### src/rtl/mprb_pkg.sv
package mprb_pkg;

   // ****************************************
   // serial port
   // ****************************************
   localparam logic [6:0] DEV_ADDR = 7'h55;
   localparam logic [3:0] BITS_PER_BYTE = 4'h8;
   localparam logic [3:0] LAST_BIT = 4'h7;

   // ****************************************
   // register map
   // ****************************************
   localparam logic [7:0] NV_OFFSET = 8'h40;
   localparam logic [7:0] REG_FIRST = 8'h4d;
   localparam logic [7:0] REG_LAST = 8'h56;
   localparam int NUM_REGS = 10;
   localparam logic [7:0] OFS_INTEGRAL_GAIN_AND_START_DELAY = 8'h4d;
   localparam logic [7:0] OFS_TACH_OUTPUT_CONTROL = 8'h4e;
   localparam logic [7:0] OFS_SOFT_RAMP_AND_DEADTIME = 8'h4f;
   localparam logic [7:0] OFS_OVERCURRENT_AND_BUFFER_CONFIG = 8'h50;
   localparam logic [7:0] OFS_SPEED_REQUEST = 8'h51;
   localparam logic [7:0] OFS_GATE_SLEW_AND_PULSE_THRESHOLD = 8'h52;
   localparam logic [7:0] OFS_SWITCH_CAPACITANCE_COMP = 8'h53;
   localparam logic [7:0] OFS_VOLTAGE_AND_SHUNT_RATING = 8'h54;
   localparam logic [7:0] OFS_STANDBY_AND_INPUT_THRESHOLD = 8'h55;
   localparam logic [7:0] OFS_RESPONSE_AND_RESTART_CONFIG = 8'h56;
   localparam logic [3:0] IDX_RATING = 4'h7;
   localparam int VOLT_LSB = 0;
   localparam int VOLT_MSB = 7;
   localparam int SHUNT_LSB = 8;
   localparam int SHUNT_MSB = 15;
   localparam logic [9:0][15:0] REG_RESET = {10{16'h0000}};

   // ****************************************
   // scaling
   // ****************************************
   localparam logic [15:0] VOLT_MV_PER_LSB = 16'h00c8;
   localparam logic [20:0] SPEED_MHZ_PER_LSB = 21'h0_0212;
   localparam logic [17:0] CUR_SCALE = 18'h0_007d;
   localparam logic [20:0] RES_MULT = 21'h0_0019;
   localparam int RES_SHIFT = 7;
   localparam int LAUNCH_SHIFT = 3;
   localparam logic [4:0] DIV_STEPS = 5'h12;

   // ****************************************
   // types
   // ****************************************
   typedef enum logic [2:0] {
      ST_IDLE = 3'h0,
      ST_ADDR = 3'h1,
      ST_ACK = 3'h2,
      ST_RX = 3'h3,
      ST_TX = 3'h4,
      ST_TXACK = 3'h5,
      ST_WAIT = 3'h6
   } mprb_i2c_e;

   typedef struct packed {
      logic [9:0][15:0] word;
   } mprb_bank_s;

   typedef struct packed {
      logic [10:0] rated_speed_code;
      logic [10:0] rated_current_code;
      logic [2:0] launch_code;
      logic [7:0] resistance_code;
   } mprb_lower_s;

   typedef struct packed {
      logic [15:0] rated_voltage_mv;
      logic [20:0] rated_speed_mhz;
      logic [17:0] rated_current_ma;
      logic current_valid;
      logic [17:0] launch_current_ma;
      logic launch_valid;
      logic [13:0] resistance_mohm;
      logic shunt_zero;
   } mprb_scaled_s;

   typedef struct packed {
      logic busy;
      logic done;
      logic [4:0] cnt;
      logic [7:0] rem;
      logic [17:0] quot;
      logic [7:0] den;
   } mprb_div_s;

   typedef struct packed {
      logic scl_s1;
      logic scl_s2;
      logic scl_s3;
      logic sda_s1;
      logic sda_s2;
      logic sda_s3;
      mprb_i2c_e st;
      logic [3:0] bitcnt;
      logic [7:0] shift;
      logic [7:0] ptr;
      logic [1:0] phase;
      logic reading;
      logic [7:0] msb_hold;
      logic master_ack;
      logic sda_low;
      mprb_bank_s bank;
      mprb_scaled_s scaled;
      logic [17:0] div_num;
      logic [7:0] div_den;
      logic div_start;
   } mprb_state_s;

endpackage

### src/rtl/mprb_div.sv
`timescale 1ns/1ns
`default_nettype none

// restoring divider, one quotient bit per cycle
module mprb_div (
   input wire logic clk,
   input wire logic rst,
   input wire logic start,
   input wire logic [17:0] num,
   input wire logic [7:0] den,
   output logic busy,
   output logic done,
   output logic [17:0] quot
);

   mprb_pkg::mprb_div_s r_reg;
   mprb_pkg::mprb_div_s r_next;

   always_comb begin
      logic [8:0] trial;
      trial = 9'h000;
      r_next = r_reg;
      r_next.done = 1'b0;
      if (start && !r_reg.busy) begin
         r_next.busy = 1'b1;
         r_next.cnt = mprb_pkg::DIV_STEPS;
         r_next.rem = 8'h00;
         r_next.quot = num;
         r_next.den = den;
      end else if (r_reg.busy) begin
         trial = {r_reg.rem, r_reg.quot[17]};
         r_next.quot = {r_reg.quot[16:0], 1'b0};
         // zero divisor always passes: quotient saturates to all ones
         if (trial >= {1'b0, r_reg.den}) begin
            r_next.rem = 8'(trial - {1'b0, r_reg.den});
            r_next.quot[0] = 1'b1;
         end else begin
            r_next.rem = trial[7:0];
         end
         r_next.cnt = r_reg.cnt - 5'h01;
         if (r_reg.cnt == 5'h01) begin
            r_next.busy = 1'b0;
            r_next.done = 1'b1;
         end
      end
   end

   always_ff @(posedge clk or posedge rst) begin
      if (rst) begin
         r_reg <= '0;
      end else begin
         r_reg <= r_next;
      end
   end

   assign busy = r_reg.busy;
   assign done = r_reg.done;
   assign quot = r_reg.quot;

endmodule

`default_nettype wire

### src/rtl/mprb_top.sv
// Notes on behaviour
// - rated voltage field [7:0] is unsigned and volts equal the field over 5.
// - rated speed in hertz equals the 11-bit rated speed field times 0.530.
// - rated current in milliamperes is the current field over (shunt field / 125).
// - launch current code zero means not applicable, else rated current times (code+1)/8.
// - resistance in ohms is resistance field over (V*4.096)/(shunt/125)/(V/10).
// - each register sits at its stored-word address plus 64, one bit per stored bit.
// - the device answers at 7-bit address 1010101; reads set the pointer, restart, and return two bytes.
`timescale 1ns/1ns
`default_nettype none

module mprb_top (
   input wire logic clk,
   input wire logic rst,
   input wire logic scl_in,
   input wire logic sda_in,
   output logic sda_out,
   output logic sda_oe,
   input wire mprb_pkg::mprb_lower_s lower,
   output var mprb_pkg::mprb_bank_s bank,
   output var mprb_pkg::mprb_scaled_s scaled
);

   mprb_pkg::mprb_state_s r_reg;
   mprb_pkg::mprb_state_s r_next;

   // ****************************************
   // bus conditions
   // ****************************************
   logic scl_rise;
   logic scl_fall;
   logic start_cond;
   logic stop_cond;
   logic in_range;
   logic [3:0] idx;
   logic [15:0] rd_word;
   logic [7:0] tx_byte;
   logic div_busy;
   logic div_done;
   logic [17:0] div_quot;
   logic [7:0] volt_code;
   logic [7:0] shunt_code;

   // only stages two and three are looked at
   assign scl_rise = r_reg.scl_s2 & ~r_reg.scl_s3;
   assign scl_fall = ~r_reg.scl_s2 & r_reg.scl_s3;
   assign start_cond = r_reg.scl_s2 & r_reg.scl_s3 & ~r_reg.sda_s2 & r_reg.sda_s3;
   assign stop_cond = r_reg.scl_s2 & r_reg.scl_s3 & r_reg.sda_s2 & ~r_reg.sda_s3;

   // ****************************************
   // register decode
   // ****************************************
   assign in_range = (r_reg.ptr >= mprb_pkg::REG_FIRST) && (r_reg.ptr <= mprb_pkg::REG_LAST);
   assign idx = 4'(r_reg.ptr - mprb_pkg::REG_FIRST);
   assign rd_word = in_range ? r_reg.bank.word[idx] : 16'h0000;
   assign tx_byte = (r_reg.phase == 2'h0) ? rd_word[15:8] : rd_word[7:0];
   assign volt_code = r_reg.bank.word[mprb_pkg::IDX_RATING][mprb_pkg::VOLT_MSB:mprb_pkg::VOLT_LSB];
   assign shunt_code = r_reg.bank.word[mprb_pkg::IDX_RATING][mprb_pkg::SHUNT_MSB:mprb_pkg::SHUNT_LSB];

   mprb_div u_div (
      .clk(clk),
      .rst(rst),
      .start(r_reg.div_start),
      .num(r_reg.div_num),
      .den(r_reg.div_den),
      .busy(div_busy),
      .done(div_done),
      .quot(div_quot)
   );

   // ****************************************
   // next state
   // ****************************************
   always_comb begin
      logic load_tx;
      logic [17:0] cur_num;
      logic [21:0] launch_prod;
      logic [20:0] res_prod;
      load_tx = 1'b0;
      cur_num = 18'(lower.rated_current_code) * mprb_pkg::CUR_SCALE;
      launch_prod = 22'(r_reg.scaled.rated_current_ma) * 22'({1'b0, lower.launch_code} + 4'h1);
      res_prod = 21'(lower.resistance_code) * 21'(shunt_code) * mprb_pkg::RES_MULT;
      r_next = r_reg;
      r_next.div_start = 1'b0;
      r_next.scl_s1 = scl_in;
      r_next.scl_s2 = r_reg.scl_s1;
      r_next.scl_s3 = r_reg.scl_s2;
      r_next.sda_s1 = sda_in;
      r_next.sda_s2 = r_reg.sda_s1;
      r_next.sda_s3 = r_reg.sda_s2;

      if (stop_cond) begin
         r_next.st = mprb_pkg::ST_IDLE;
         r_next.sda_low = 1'b0;
      end else if (start_cond) begin
         // a repeated start lands here too and keeps the pointer
         r_next.st = mprb_pkg::ST_ADDR;
         r_next.bitcnt = 4'h0;
         r_next.sda_low = 1'b0;
      end else begin
         unique case (r_reg.st)
            mprb_pkg::ST_IDLE, mprb_pkg::ST_WAIT: begin
               r_next.sda_low = 1'b0;
            end
            mprb_pkg::ST_ADDR, mprb_pkg::ST_RX: begin
               if (scl_rise) begin
                  r_next.shift = {r_reg.shift[6:0], r_reg.sda_s2};
                  r_next.bitcnt = r_reg.bitcnt + 4'h1;
               end else if (scl_fall && r_reg.bitcnt == mprb_pkg::BITS_PER_BYTE) begin
                  r_next.bitcnt = 4'h0;
                  if (r_reg.st == mprb_pkg::ST_ADDR) begin
                     if (r_reg.shift[7:1] == mprb_pkg::DEV_ADDR) begin
                        r_next.reading = r_reg.shift[0];
                        r_next.phase = 2'h0;
                        r_next.sda_low = 1'b1;
                        r_next.st = mprb_pkg::ST_ACK;
                     end else begin
                        r_next.st = mprb_pkg::ST_WAIT;
                     end
                  end else begin
                     r_next.sda_low = 1'b1;
                     r_next.st = mprb_pkg::ST_ACK;
                     unique case (r_reg.phase)
                        2'h0: begin
                           r_next.ptr = r_reg.shift;
                           r_next.phase = 2'h1;
                        end
                        2'h1: begin
                           r_next.msb_hold = r_reg.shift;
                           r_next.phase = 2'h2;
                        end
                        2'h2: begin
                           // out-of-range words are acknowledged but dropped
                           if (in_range) begin
                              r_next.bank.word[idx] = {r_reg.msb_hold, r_reg.shift};
                           end
                           r_next.ptr = r_reg.ptr + 8'h01;
                           r_next.phase = 2'h1;
                        end
                        default: begin
                           r_next.phase = 2'h0;
                        end
                     endcase
                  end
               end
            end
            mprb_pkg::ST_ACK: begin
               if (scl_fall) begin
                  if (r_reg.reading) begin
                     load_tx = 1'b1;
                  end else begin
                     r_next.sda_low = 1'b0;
                     r_next.st = mprb_pkg::ST_RX;
                  end
               end
            end
            mprb_pkg::ST_TX: begin
               if (scl_fall) begin
                  if (r_reg.bitcnt == mprb_pkg::LAST_BIT) begin
                     r_next.sda_low = 1'b0;
                     r_next.bitcnt = 4'h0;
                     r_next.st = mprb_pkg::ST_TXACK;
                  end else begin
                     r_next.shift = {r_reg.shift[6:0], 1'b0};
                     r_next.sda_low = ~r_reg.shift[6];
                     r_next.bitcnt = r_reg.bitcnt + 4'h1;
                  end
               end
            end
            mprb_pkg::ST_TXACK: begin
               if (scl_rise) begin
                  r_next.master_ack = ~r_reg.sda_s2;
               end else if (scl_fall) begin
                  if (r_reg.master_ack) begin
                     load_tx = 1'b1;
                  end else begin
                     r_next.st = mprb_pkg::ST_WAIT;
                  end
               end
            end
            default: begin
               r_next.st = mprb_pkg::ST_IDLE;
            end
         endcase
      end

      // high byte first, pointer steps after the low byte
      if (load_tx) begin
         r_next.st = mprb_pkg::ST_TX;
         r_next.shift = tx_byte;
         r_next.sda_low = ~tx_byte[7];
         r_next.bitcnt = 4'h0;
         if (r_reg.phase == 2'h0) begin
            r_next.phase = 2'h1;
         end else begin
            r_next.phase = 2'h0;
            r_next.ptr = r_reg.ptr + 8'h01;
         end
      end

      // ****************************************
      // scaled parameters
      // ****************************************
      r_next.scaled.rated_voltage_mv = 16'(volt_code) * mprb_pkg::VOLT_MV_PER_LSB;
      r_next.scaled.rated_speed_mhz = 21'(lower.rated_speed_code) * mprb_pkg::SPEED_MHZ_PER_LSB;
      // voltage cancels out of the resistance formula, leaving r*s*1000/5120
      r_next.scaled.resistance_mohm = res_prod[20:mprb_pkg::RES_SHIFT];
      r_next.scaled.shunt_zero = (shunt_code == 8'h00);
      r_next.scaled.launch_valid = (lower.launch_code != 3'h0);
      r_next.scaled.launch_current_ma = (lower.launch_code != 3'h0) ?
         launch_prod[17 + mprb_pkg::LAUNCH_SHIFT:mprb_pkg::LAUNCH_SHIFT] : 18'h0_0000;
      // a division takes 18 cycles, so it reruns only when its operands move
      if (!div_busy && !r_reg.div_start && {cur_num, shunt_code} != {r_reg.div_num, r_reg.div_den}) begin
         r_next.div_num = cur_num;
         r_next.div_den = shunt_code;
         r_next.div_start = 1'b1;
         r_next.scaled.current_valid = 1'b0;
      end
      if (div_done) begin
         r_next.scaled.rated_current_ma = div_quot;
         r_next.scaled.current_valid = 1'b1;
      end
   end

   always_ff @(posedge clk or posedge rst) begin
      if (rst) begin
         r_reg <= '0;
         r_reg.scl_s1 <= 1'b1;
         r_reg.scl_s2 <= 1'b1;
         r_reg.scl_s3 <= 1'b1;
         r_reg.sda_s1 <= 1'b1;
         r_reg.sda_s2 <= 1'b1;
         r_reg.sda_s3 <= 1'b1;
         r_reg.bank <= mprb_pkg::REG_RESET;
      end else begin
         r_reg <= r_next;
      end
   end

   // ****************************************
   // outputs
   // ****************************************
   // open drain: only ever pulls low
   assign sda_out = 1'b0;
   assign sda_oe = r_reg.sda_low;
   assign bank = r_reg.bank;
   assign scaled = r_reg.scaled;

endmodule

`default_nettype wire

### config.mk
export PLATFORM = sky130hd
export DESIGN_NAME = mprb_top
export DESIGN_NICKNAME = d
export VERILOG_FILES = /design/src/rtl/mprb_pkg.sv /design/src/rtl/mprb_div.sv /design/src/rtl/mprb_top.sv
export SDC_FILE = /design/constraint.sdc
export NUM_CORES = 1
export LEC_CHECK = 0
export BUFFER_PORTS_ARGS = -buffer_cell sky130_fd_sc_hd__buf_2
export CORE_ASPECT_RATIO = 0.6
export CORE_MARGIN = 8
export CORE_UTILIZATION = 61
export CTS_BUF_LIST = sky130_fd_sc_hd__clkbuf_8
export DETAILED_ROUTE_END_ITERATION = 16
export MAX_ROUTING_LAYER = met4
export PLACE_DENSITY_LB_ADDON = 0.15
export REMOVE_ABC_BUFFERS = 1
export SLEW_MARGIN = 20
export SYNTH_ARGS = -nofsm -noshare
export SYNTH_HDL_FRONTEND = slang
export SYNTH_SLANG_ARGS = --single-unit
export TNS_END_PERCENT = 20
### constraint.sdc
create_clock -name clk -period 26.1 [get_ports clk]
set_clock_uncertainty 0.05 [all_clocks]
set_input_delay 1.305 -clock clk [delete_from_list [all_inputs] [get_ports clk]]
set_output_delay 1.305 -clock clk [all_outputs]
set_load 0.02 [all_outputs]
==> impl_results.md, run 1 <==
* Routed vias/inst at approximately 5.7
* Fin crit period at between 7 and 8 ns
* RSZ-0062 raised after global routing: no
* Area contributors post-synth: dfrtp_1 (33%), ha_1 (11%), fa_1 (9.1%), mux2_2 (8.3%), buf_4 (7.2%)
* Core Box Area at roughly 0.043 sq mm
* Layout cells sized above 1 at between 20 and 30%
* Final std cell area, no fill at 0.02760 sq mm
* Post-synth EDFFs at 0
* Maximum fanout along the worst path at 8
* Final period util at approximately 29%
* Fmax at approximately 130 MHz
* Main synth FF type: dfrtp_1
* Final Non-Filler Cells at around 3.1k
* Pre-CTS setup slack at roughly 18 ns
* Final net count at 2828
* Syn Inst Count at roughly 2.4k
* Antenna violations before repair at 1
* Cell Rows at 59
* First DRT Iteration DRCs at 1031
* Critical path arrival at approximately 8 ns
* Initial Util at about three fifths
* CP Launch Type: input pin
* DR vias at 17.42k
* Total Wirelength at ~65 mm
* Delay-heaviest family, CP: adder cells
* Worst endpoint required time at approximately 27 ns
* CTS tree: done
* Post-DP HPWL at 48.73 mm
* Most frequent CP cell: ha_1
* Pwr/cell area at approximately 84 mW/mm^2
* Die Width at ~280 um
* Clk buf depth at 3
* CP peak stage delay at roughly 0.54 ns
* Largest net degree at the start of global routing at between 100 and 150
* Cell count after placement at roughly 3.0k
* Routability cong. at roughly 0.9
* Pre-Repair DR Iteration Count at 7
* Slew at the pin closest to its max-slew limit at between 1 and 1.5 ns
* Rel. slew slack at 21.84%
* Clock-pin slew on the worst setup and hold paths at around 0.070 ns
* Syn Area/Cell at between 10 and 15 sq um
* Die Ht at ~180 um
* Status: finished, final reports clean
* Area leader, netlist: dfrtp_1
* Crit. End Element: flop
* Max-cap violations at 0
* Setup CP Type: in2reg
* Placed Area at about 0.026 sq mm
* Leak at roughly 15 nW
* Synth warnings at 0
* DRC Markers at 0
* Clock tree sinks at between 300 and 400
* Peak VDD IR at roughly 75 uV
* Post-synthesis sequential area ratio at between 30% and 40%
* Total track usage at 26.20%
* CTS H-tree lvls at 2
* Synth unique cells at 78
* HP Class: reg2reg
* Antenna Nets Post-Route at 0
* First-pass GRT wire length at a little over 100 mm
* Root Buffer: clkbuf_8
* Inserted Clock Buffers at 57
* Top cell type's share of synthesized area at 33.37%
* Ys async rst share at 100.0%
* Worst Setup Slack, final at ~18 ns
* Worst skew pair latency at around 0.63 ns
* I/O pins at 289
* Post-CTS setup-driven buffer insertion count at 0
* CP max-delay cell: fa_1
* Post-Syn Area at between 0.02 and 0.03 sq mm
* Area Overhead vs Synth at 5.133%
* Vias in the first global route at approximately 18k
* Number of port buffers at 283
* PostCTS Resize Cnt at 0
* #FFs+latches synth at between 300 and 400
* Final hold slack at slightly above 0.3 ns
* Fin. Hold Viols at 0
* Slew Limit Fails at 0
* CP bufs+invs at 5
* GRT Residual Overflow at 0
* Die ar. at about 0.05 sq mm
* Per-cell routed wire length at between 20 and 25 um
* Setup TNS at 0 ns
* Hold_buf cts at 0
* Setup violators final at 0
==> power by group <==
part           leakage, nW  switching, W  internal [W]  total (W)
clock                0.694      0.000239      0.000301   0.000540
combinational         9.36      0.000560      0.000440    0.00100
sequential            4.66      0.000127      0.000644   0.000771
total                 14.7      0.000926       0.00139    0.00231
==> routing by layer <==
| metal | GRT usage [%] | part of all wire (%) |
|---|---|---|
| met5 | - | 0 |
| met1 | 36.87 | 47 |
| met3 | 5.488 | 6.5 |
| met2 | 38.88 | 44 |
| met4 | 6.347 | 2.3 |
==> cell usage after synthesis (32+ instances only) <==
| cell type | instances |
|---|---|
| dfrtp_1 | 350 |
| nor2_1 | 76 |
| mux2_2 | 194 |
| xor2_1 | 45 |
| and2_1 | 67 |
| xnor2_1 | 72 |
| mux2i_1 | 51 |
| nand2_1 | 132 |
| inv_1 | 218 |
| a21oi_1 | 61 |
| mux4_2 | 32 |
| fa_1 | 119 |
| nor2b_1 | 33 |
| buf_4 | 251 |
| clkbuf_1 | 69 |
| ha_1 | 239 |
| nor3_1 | 35 |
| o21ai_0 | 78 |
==> layout by cell type (no fill, tap or decap), types with 12 or more instances in the layout <==
cell type / count
a21o_1: 25
a21oi_1: 61
and2_1: 67
buf_2: 283
buf_4: 18
clkbuf_8: 69
clkinv_2: 15
dfrtp_1: 349
fa_1: 119
ha_1: 238
inv_1: 226
mux2_2: 194
mux2_4: 17
mux2i_1: 51
mux4_2: 32
nand2_1: 132
nand2b_1: 12
nand3_1: 15
nor2_1: 76
nor2b_1: 33
nor3_1: 35
o21ai_0: 77
o21bai_1: 16
o221ai_1: 16
xnor2_1: 72
xor2_1: 44
==> logic make-up after synthesis <==
family,count (synthesis),synth area share (%)
other,1,0.01429
buffers and inverters,559,11.78
flip-flops,356,33.97
AND/OR/NAND/NOR,429,8.284
AO/OA/AOI/OAI,293,7.426
XOR/XNOR,119,4.075
multiplexers,294,13.98
adder cells (fa/ha/maj),358,20.47
==> metrics by stage <==
| step | total power (W) | util, % |
|---|---|---|
| final | 0.002311 | 64.35 |
| after global routing | 0.002488 | 64.35 |
| after CTS | 0.002316 | 64.28 |
| after detailed placement | 0.001769 | 61.29 |
| after global placement | 0.001737 | 61.29 |
| after floorplan | 0.001499 | - |
==> cell type report <==
class	count	area, sq um
fill	3504	15290
multi-input combinational	1498	14270
sequential	356	8920
timing repair buffer	302	1579
clock buffer	69	949.7
inverter	218	825.8
tap	579	724.4
clock inverter	35	330.3
antenna	1	2.502
==> worst reg2reg max path, delay by kind of cell, from the launching register on <==
| family | cells | cell delay (ns) |
|---|---|---|
| AO/OA/AOI/OAI | 11 | 2.04 |
| flip-flops | 1 | 0.62 |
| adder cells (fa/ha/maj) | 9 | 3.57 |
| buffers and inverters | 4 | 0.19 |
| XOR/XNOR | 2 | 0.32 |
| AND/OR/NAND/NOR | 3 | 0.60 |
==> path summary, 6_finish.rpt <==
kind	slack, ns	startpoint	to	depth (start not counted)
worst max-delay path	18.47	lower[0]	scaled[14]	30
worst min register to register	0.30	r_next[317]	r_next[316]	0
worst max register to register	18.56	flop	scaled[14]	29
min in group asynchronous	0.79	rst	r_reg[278]	2
worst min-delay path	0.30	r_next[317]	r_next[316]	0
max in group asynchronous	23.04	rst	scaled[1]	4
No activity file was read; power rests on OpenSTA's default activity.
==> inputs of run 2 (changes only) <==
--- a/config.mk
+++ b/config.mk
@@ -5,6 +5,7 @@
 export SDC_FILE = /design/constraint.sdc
 export NUM_CORES = 1
 export LEC_CHECK = 0
+export ABC_AREA = 1
 export BUFFER_PORTS_ARGS = -buffer_cell sky130_fd_sc_hd__buf_2
 export CORE_ASPECT_RATIO = 0.6
 export CORE_MARGIN = 8
==> constraint.sdc (replaced) <==
create_clock -name clk -period 7.1 [get_ports clk]
set_clock_uncertainty 0.05 [all_clocks]
set_input_delay 0.355 -clock clk [delete_from_list [all_inputs] [get_ports clk]]
set_output_delay 0.355 -clock clk [all_outputs]
set_load 0.02 [all_outputs]
==> impl_results.md, run 2 <==
* Status: finished, final reports clean
* Worst skew pair latency at 0.65 ns (+0.02 ns)
* Ys async rst share at 100.0% (unchanged)
* Pre-CTS setup slack at 0.3163 ns (-17.56 ns)
* ANT cells at 0 (-1)
* Antenna Nets Post-Route at 0 (unchanged)
* Reg area at 0.008921 sq mm (about the same)
* Setup CP Type: reg2reg
* Clock-pin slew on the worst setup and hold paths at 0.08 ns (about the same)
* Area Overhead vs Synth at 5.310%
* #FFs+latches synth at 356 (unchanged)
* First-pass GRT wire length at 114.7 mm (+12%)
* RSZ-0062 raised after global routing: yes
* Xor/xnor cell area share of the yosys netlist at 2.789% (-1.3 points)
* Post-synth EDFFs at 0 (unchanged)
* Total Wirelength at 71.48 mm (+11%)
* Antenna violations before repair at 0 (-1)
* Routability cong. at 0.9132 (+1.7%)
* CP max-delay cell: fa_1
* Simple logic cell fraction of the synthesized area at 16.04% (+7.8 points)
* Maximum fanout along the worst path at 8 (unchanged)
* Die Ht at 177.6 um (+0.53%)
* Main synth FF type: dfrtp_1
* Area contributors post-synth: dfrtp_1 (33%), ha_1 (11%), nand2_1 (11%), fa_1 (9.0%), buf_4 (7.1%)
* Clk buf depth at 3 (unchanged)
* Fmax at 146.7 MHz
* Pre-Repair DR Iteration Count at 5 (-2)
* Core Box Area at 0.04311 sq mm (+0.52%)
* CTS tree: done
* Number of port buffers at 283 (unchanged)
* Total track usage at 28.62% (+2.4 points)
* CP Launch Type: flop
* Met1 GRT Util at 38.99% (+2.1 points)
* Crit. End Element: flop
* Slew at the pin closest to its max-slew limit at 1.033 ns (-0.1368 ns)
* Rel. slew slack at 30.89% (+9.1 points)
* Per-cell routed wire length at 18.42 um (-13%)
* Commonest non-fill, non-tap cell in the layout: nand2_1
* Worst Setup Slack, final at 0.2851 ns (-18.19 ns)
* Cell Rows at 59 (unchanged)
* Post-synthesis sequential area ratio at 33.57% (-0.39 points)
* Slew Limit Fails at 0 (unchanged)
* Area leader, netlist: dfrtp_1
* Top post-synthesis cells by count: nand2_1 (754), inv_1 (441), dfrtp_1 (350)
* Post-DP HPWL at 53.62 mm (+10%)
* Fin crit period at between 6 and 7 ns
* Largest family of logic cells by synthesized area: adder cells
* Worst endpoint required time at 7.57 ns (-18.98 ns)
* Synth unique cells at 48 (-38%)
* Critical path arrival at 7.29 ns (-0.79 ns)
* Met3 usage at 6.061% (+0.57 points)
* Syn Area/Cell at 8.194 sq um (-25%)
* CTS H-tree lvls at 2 (unchanged)
* Power, Total at 0.008297 W (+260%)
* I/O pins at 289 (unchanged)
* DRC Markers at 0 (unchanged)
* Commonest cells after routing, fill and taps aside: nand2_1 (754), inv_1 (452), dfrtp_1 (346)
* DR vias at 21.38k (+23%)
* Synth Area in Compound Gates at 11.91% (+4.5 points)
* Post-Syn Area at 0.02656 sq mm (+1.2%)
* Final net count at 3649 (+29%)
* Syn Inst Count at 3241 (+35%)
* Reg2reg setup slack at 0.29 ns (-18.27 ns)
* Fin. Hold Viols at 0 (unchanged)
* Proportion of synthesized area in mux cells at 0.3392% (-14 points)
* Peak VDD IR at 291.4 uV (+290%)
* Initial Util at 61.60% (+0.40 points)
* Root Buffer: clkbuf_8
* Vias in the first global route at 21.35k (+19%)
* Die ar. at 0.05069 sq mm (+1.1%)
* Final period util at between 90 and 100%
* Post-synthesis adder-cell area fraction at 20.23% (-0.24 points)
* Synth warnings at 0 (unchanged)
* CP peak stage delay at 0.59 ns (+0.05 ns)
* Max-cap violations at 0 (unchanged)
* Die Width at 285.4 um (+0.55%)
* Most frequent cell after synthesis: nand2_1
* HP Class: in2reg
* Busiest grt layer: met2
* Setup TNS at 0 ns (unchanged)
* Top cell type's share of synthesized area at 32.98% (-0.39 points)
* Clock tree sinks at 356 (unchanged)
* Multi-input gate area at 0.01367 sq mm (-4.1%)
* Setup violators final at 0 (unchanged)
* Largest net degree at the start of global routing at 156 (+30%)
* # fillers at 3762 (+7.4%)
* Met2 GRT Util at 43.74% (+4.9 points)
* GRT Residual Overflow at 0 (unchanged)
* Layout cells sized above 1 at 12.94% (-14 points)
* Pwr/cell area at 296.7 mW/mm^2 (+250%)
* Routed vias/inst at 5.511 (-3.2%)
* Inserted Clock Buffers at 55 (-3.5%)
* First DRT Iteration DRCs at 1851 (+80%)
* Leak at 15.70 nW (+6.7%)
-- run 2: changes by cell type in the layout (fill, tap and decap cells not counted), sizes merged, moves of 100 or more --
cell / delta
inv: +231
mux2: -211
nand2: +618
o21ai: +213
nand3: +115
a21oi: +100
-- run 2: what timing repair did --
action,in CTS,in global routing
endpoints found under the hold margin,135,0
resized for setup,0,8
hold buffers,11,0
setup buffers,0,1
endpoints found under the setup margin,0,6
-- run 2: final timing paths --
| check | start | end | cells after the start |
|---|---|---|---|
| max in group asynchronous | rst | scaled[30] | 4 |
| worst max register to register | flop | scaled[14] | 27 |
| worst min register to register | r_next[314] | r_next[313] | 0 |
| min in group asynchronous | rst | scaled[66] | 3 |
| worst max-delay path | flop | scaled[14] | 27 |
| worst min-delay path | lower[26] | scaled[58] | 3 |
-- run 2: layout make-up --
class,count,area share [%]
Sequential cell,356,31.90
Clock inverter,27,0.7113
Clock buffer,77,3.789
Timing Repair Buffer,316,6.093
Inverter,447,6.026
Tap cell,579,2.590
Multi-Input combinational cell,2078,48.89
-- run 2: layer usage --
layer | wire [um] | part of all wire (%)
met2 | 31910 | 45
met3 | 5700 | 8.0
met5 | 0 | 0
met1 | 32220 | 45
met4 | 1646 | 2.3
-- run 2: cell families after synthesis --
logic type,count (synthesis)
buf+inv,811
flops,356
fa+ha+maj,358
mux,9
xor+xnor,83
compound gates,568
simple gates,1055
other cells,1
-- run 2: where the power goes --
group	internal [W]	switching, W
sequential	0.00237	0.000261
clock	0.00105	0.000893
combinational	0.00128	0.00245
total	0.00469	0.00360
-- run 2: stage by stage --
step	utilization [%]	hold WS, ns	cells	area (sq um)
after detailed placement	61.61	0.3124	3764	26560
after global routing	64.87	0.07005	3880	27970
after floorplan	-	0.2952	2881	24240
final	64.87	0.08459	3880	27970
after CTS	64.78	0.04789	3879	27930
after global placement	61.61	0.3141	3764	26560
-- run 2: worst max-delay path: cells and delay by family, from the launching register on --
kind                       cells  cell delay, ns
adders and majority gates      9            3.94
AOI/OAI and AO/OA              6            1.08
buffers and inverters          6            0.46
DFF                            1            0.44
xor gates and xnor gates       2            0.42
and+or+nand+nor                4            0.29
==> inputs of run 3 (changes only) <==
--- a/config.mk
+++ b/config.mk
@@ -14,6 +14,7 @@
 export DETAILED_ROUTE_END_ITERATION = 16
 export MAX_ROUTING_LAYER = met4
 export PLACE_DENSITY_LB_ADDON = 0.15
+export RECOVER_POWER = 100
 export REMOVE_ABC_BUFFERS = 1
 export SLEW_MARGIN = 20
 export SYNTH_ARGS = -nofsm -noshare
==> impl_results.md, run 3 (synthesis gave the netlist of run 2 again) <==
* Inserted Clock Buffers at 55 (unchanged)
* I/O pins at 289 (unchanged)
* Final period util at 95.89% (about the same)
* Final std cell area, no fill at 0.02767 sq mm (-1.1%)
* Fin crit period at 6.808 ns (-0.006610 ns)
* Min-delay src: lower[26]
* Clock tree sinks at 356 (unchanged)
* Max-cap violations at 1 (+1)
* Min-Delay Endpoint: scaled[58]
* Final hold slack at 0.08208 ns (-0.002512 ns)
* CP Launch Type: flop
* DRC Markers at 0 (unchanged)
* Power, Total at 0.008271 W (-0.32%)
* DR vias at 21.38k (-0.019%)
* Total Wirelength at 71.53 mm (about the same)
* Crit. End Element: flop
* CTS tree: done
* Root Buffer: clkbuf_8
* R2R depth at 27 (unchanged)
* Core Box Area at 0.04311 sq mm (unchanged)
* Layout cells sized above 1 at 5.695% (-7.2 points)
* ANT cells at 0 (unchanged)
* CTS H-tree lvls at 2 (unchanged)
* Slew at the pin closest to its max-slew limit at 4.701 ns (+3.668 ns)
* Cell count after placement at 3764 (unchanged)
* Antenna Nets Post-Route at 0 (unchanged)
* Slew Limit Fails at 126 (+126)
* Antenna violations before repair at 0 (unchanged)
* Commonest cells after routing, fill and taps aside: nand2_1 (754), inv_1 (453), dfrtp_1 (346)
* Peak VDD IR at 276.6 uV (-5.1%)
* Routed vias/inst at 5.510 (about the same)
* First-pass GRT wire length at 114.7 mm (unchanged)
* Pwr/cell area at 299.0 mW/mm^2 (+0.77%)
* Per-cell routed wire length at 18.44 um (about the same)
* Fmax at 146.9 MHz (about the same)
* Final net count at 3649 (unchanged)
* Routability cong. at 0.9132 (unchanged)
* Final Core Density at 64.17% (-0.70 points)
* Maximum fanout along the worst path at 8 (unchanged)
* Commonest non-fill, non-tap cell in the layout: nand2_1
* Setup CP Type: reg2reg
* Fin. Hold Viols at 0 (unchanged)
* Clock-pin slew on the worst setup and hold paths at 0.08 ns (about the same)
* Number of port buffers at 283 (unchanged)
* HP Class: in2reg
* Post-DP HPWL at 53.62 mm (unchanged)
* Vias in the first global route at 21.35k (unchanged)
* Largest net degree at the start of global routing at 156 (unchanged)
* Die Width at 285.4 um (unchanged)
* GRT Residual Overflow at 0 (unchanged)
* Worst skew pair latency at 0.65 ns (about the same)
* Cell Rows at 59 (unchanged)
* Final Non-Filler Cells at 3880 (unchanged)
* Violated checks: max-capacitance violations, max-slew violations
* RSZ-0062 raised after global routing: yes
* Hold Crit Depth at 3 (unchanged)
* Worst endpoint required time at 7.57 ns (about the same)
* Initial Util at 61.60% (unchanged)
* Total track usage at 28.62% (unchanged)
* Rel. slew slack at -213.4% (-240 points)
* Reg2reg setup slack at 0.29 ns (about the same)
* Area Overhead vs Synth at 4.169%
* R2R Path End: scaled[14]
* Pre-Repair DR Iteration Count at 6 (+1)
* Critical path arrival at 7.28 ns (about the same)
* Setup violators final at 0 (unchanged)
* Die ar. at 0.05069 sq mm (unchanged)
* First DRT Iteration DRCs at 1828 (-1.2%)
* Placed Area at 0.02656 sq mm (unchanged)
* Clk buf depth at 3 (unchanged)
* # fillers at 3908 (+3.9%)
* Leak at 14.75 nW (-6.0%)
* Status: finished, violations left
* Die Ht at 177.6 um (unchanged)
## run 3: critical path, stage by stage (launching register included)
cell	delay, ns
dfrtp_1	0.44
buf_4	0.20
nand2_1	0.06
inv_1	0.06
fa_1	0.51
fa_1	0.53
fa_1	0.59
inv_1	0.07
fa_1	0.53
inv_1	0.04
ha_1	0.34
nand2_1	0.09
o21ai_0	0.27
a21oi_2	0.10
o21ai_1	0.22
xor2_1	0.28
ha_1	0.28
ha_1	0.27
inv_1	0.05
fa_1	0.53
inv_1	0.04
ha_1	0.36
a21oi_1	0.19
o21ai_0	0.11
a21o_1	0.19
nand2_1	0.07
nand2_1	0.06
xor2_1	0.14
## run 3: per-stage QoR
stage / setup WS [ns] / TNS [ns]
2_1_floorplan: -3.172 / -1112.19
3_3_place_gp: 0.4656 / 0
3_5_place_dp: 0.3163 / 0
4_1_cts: 0.2953 / 0
5_1_grt: -0.01355 / -0.01355
6_report: 0.2917 / 0
## run 3: worst max path at each step
| stage | cells past startpoint | end | slack, ns |
|---|---|---|---|
| 2_1_floorplan | 1 | asynchronous set/reset pin | -3.17 |
| 3_3_place_gp | 30 | scaled[11] | 0.47 |
| 3_5_place_dp | 27 | scaled[13] | 0.32 |
| 4_1_cts | 26 | scaled[14] | 0.30 |
| 5_1_grt | 27 | scaled[14] | -0.01 |
| 6_report | 27 | scaled[14] | 0.29 |
## run 3: power breakdown
group	switching (W)	internal [W]	total, W	leakage [nW]
logic	0.00245	0.00125	0.00370	9.34
clock network	0.000893	0.00105	0.00194	0.697
registers	0.000265	0.00237	0.00263	4.71
## run 3: timing repair
| action | CTS | global route |
|---|---|---|
| hold endpoints to repair | 135 | 0 |
| hold buffers | 11 | 0 |
| resized for setup | 0 | 8 |
| setup endpoints to repair | 0 | 6 |
| buffers inserted | 0 | 1 |
## run 3: metal layers
metal  vias up  GRT usage, %  wire [um]
met5         -             -          0
met4         0         7.102       1644
met3       118         6.061       5583
met2       773         43.74      31910
met1     10340         38.99      32400
li1      10150             -          -
## run 3: final cells by class
type | instances | area (sq um) | area share [%]
Timing Repair Buffer | 316 | 1409 | 5.092
Multi-Input combinational cell | 2078 | 13670 | 49.43
Clock inverter | 27 | 198.9 | 0.7191
Clock buffer | 77 | 1060 | 3.831
Sequential cell | 356 | 8921 | 32.25
Inverter | 447 | 1678 | 6.065
Tap cell | 579 | 724.4 | 2.619
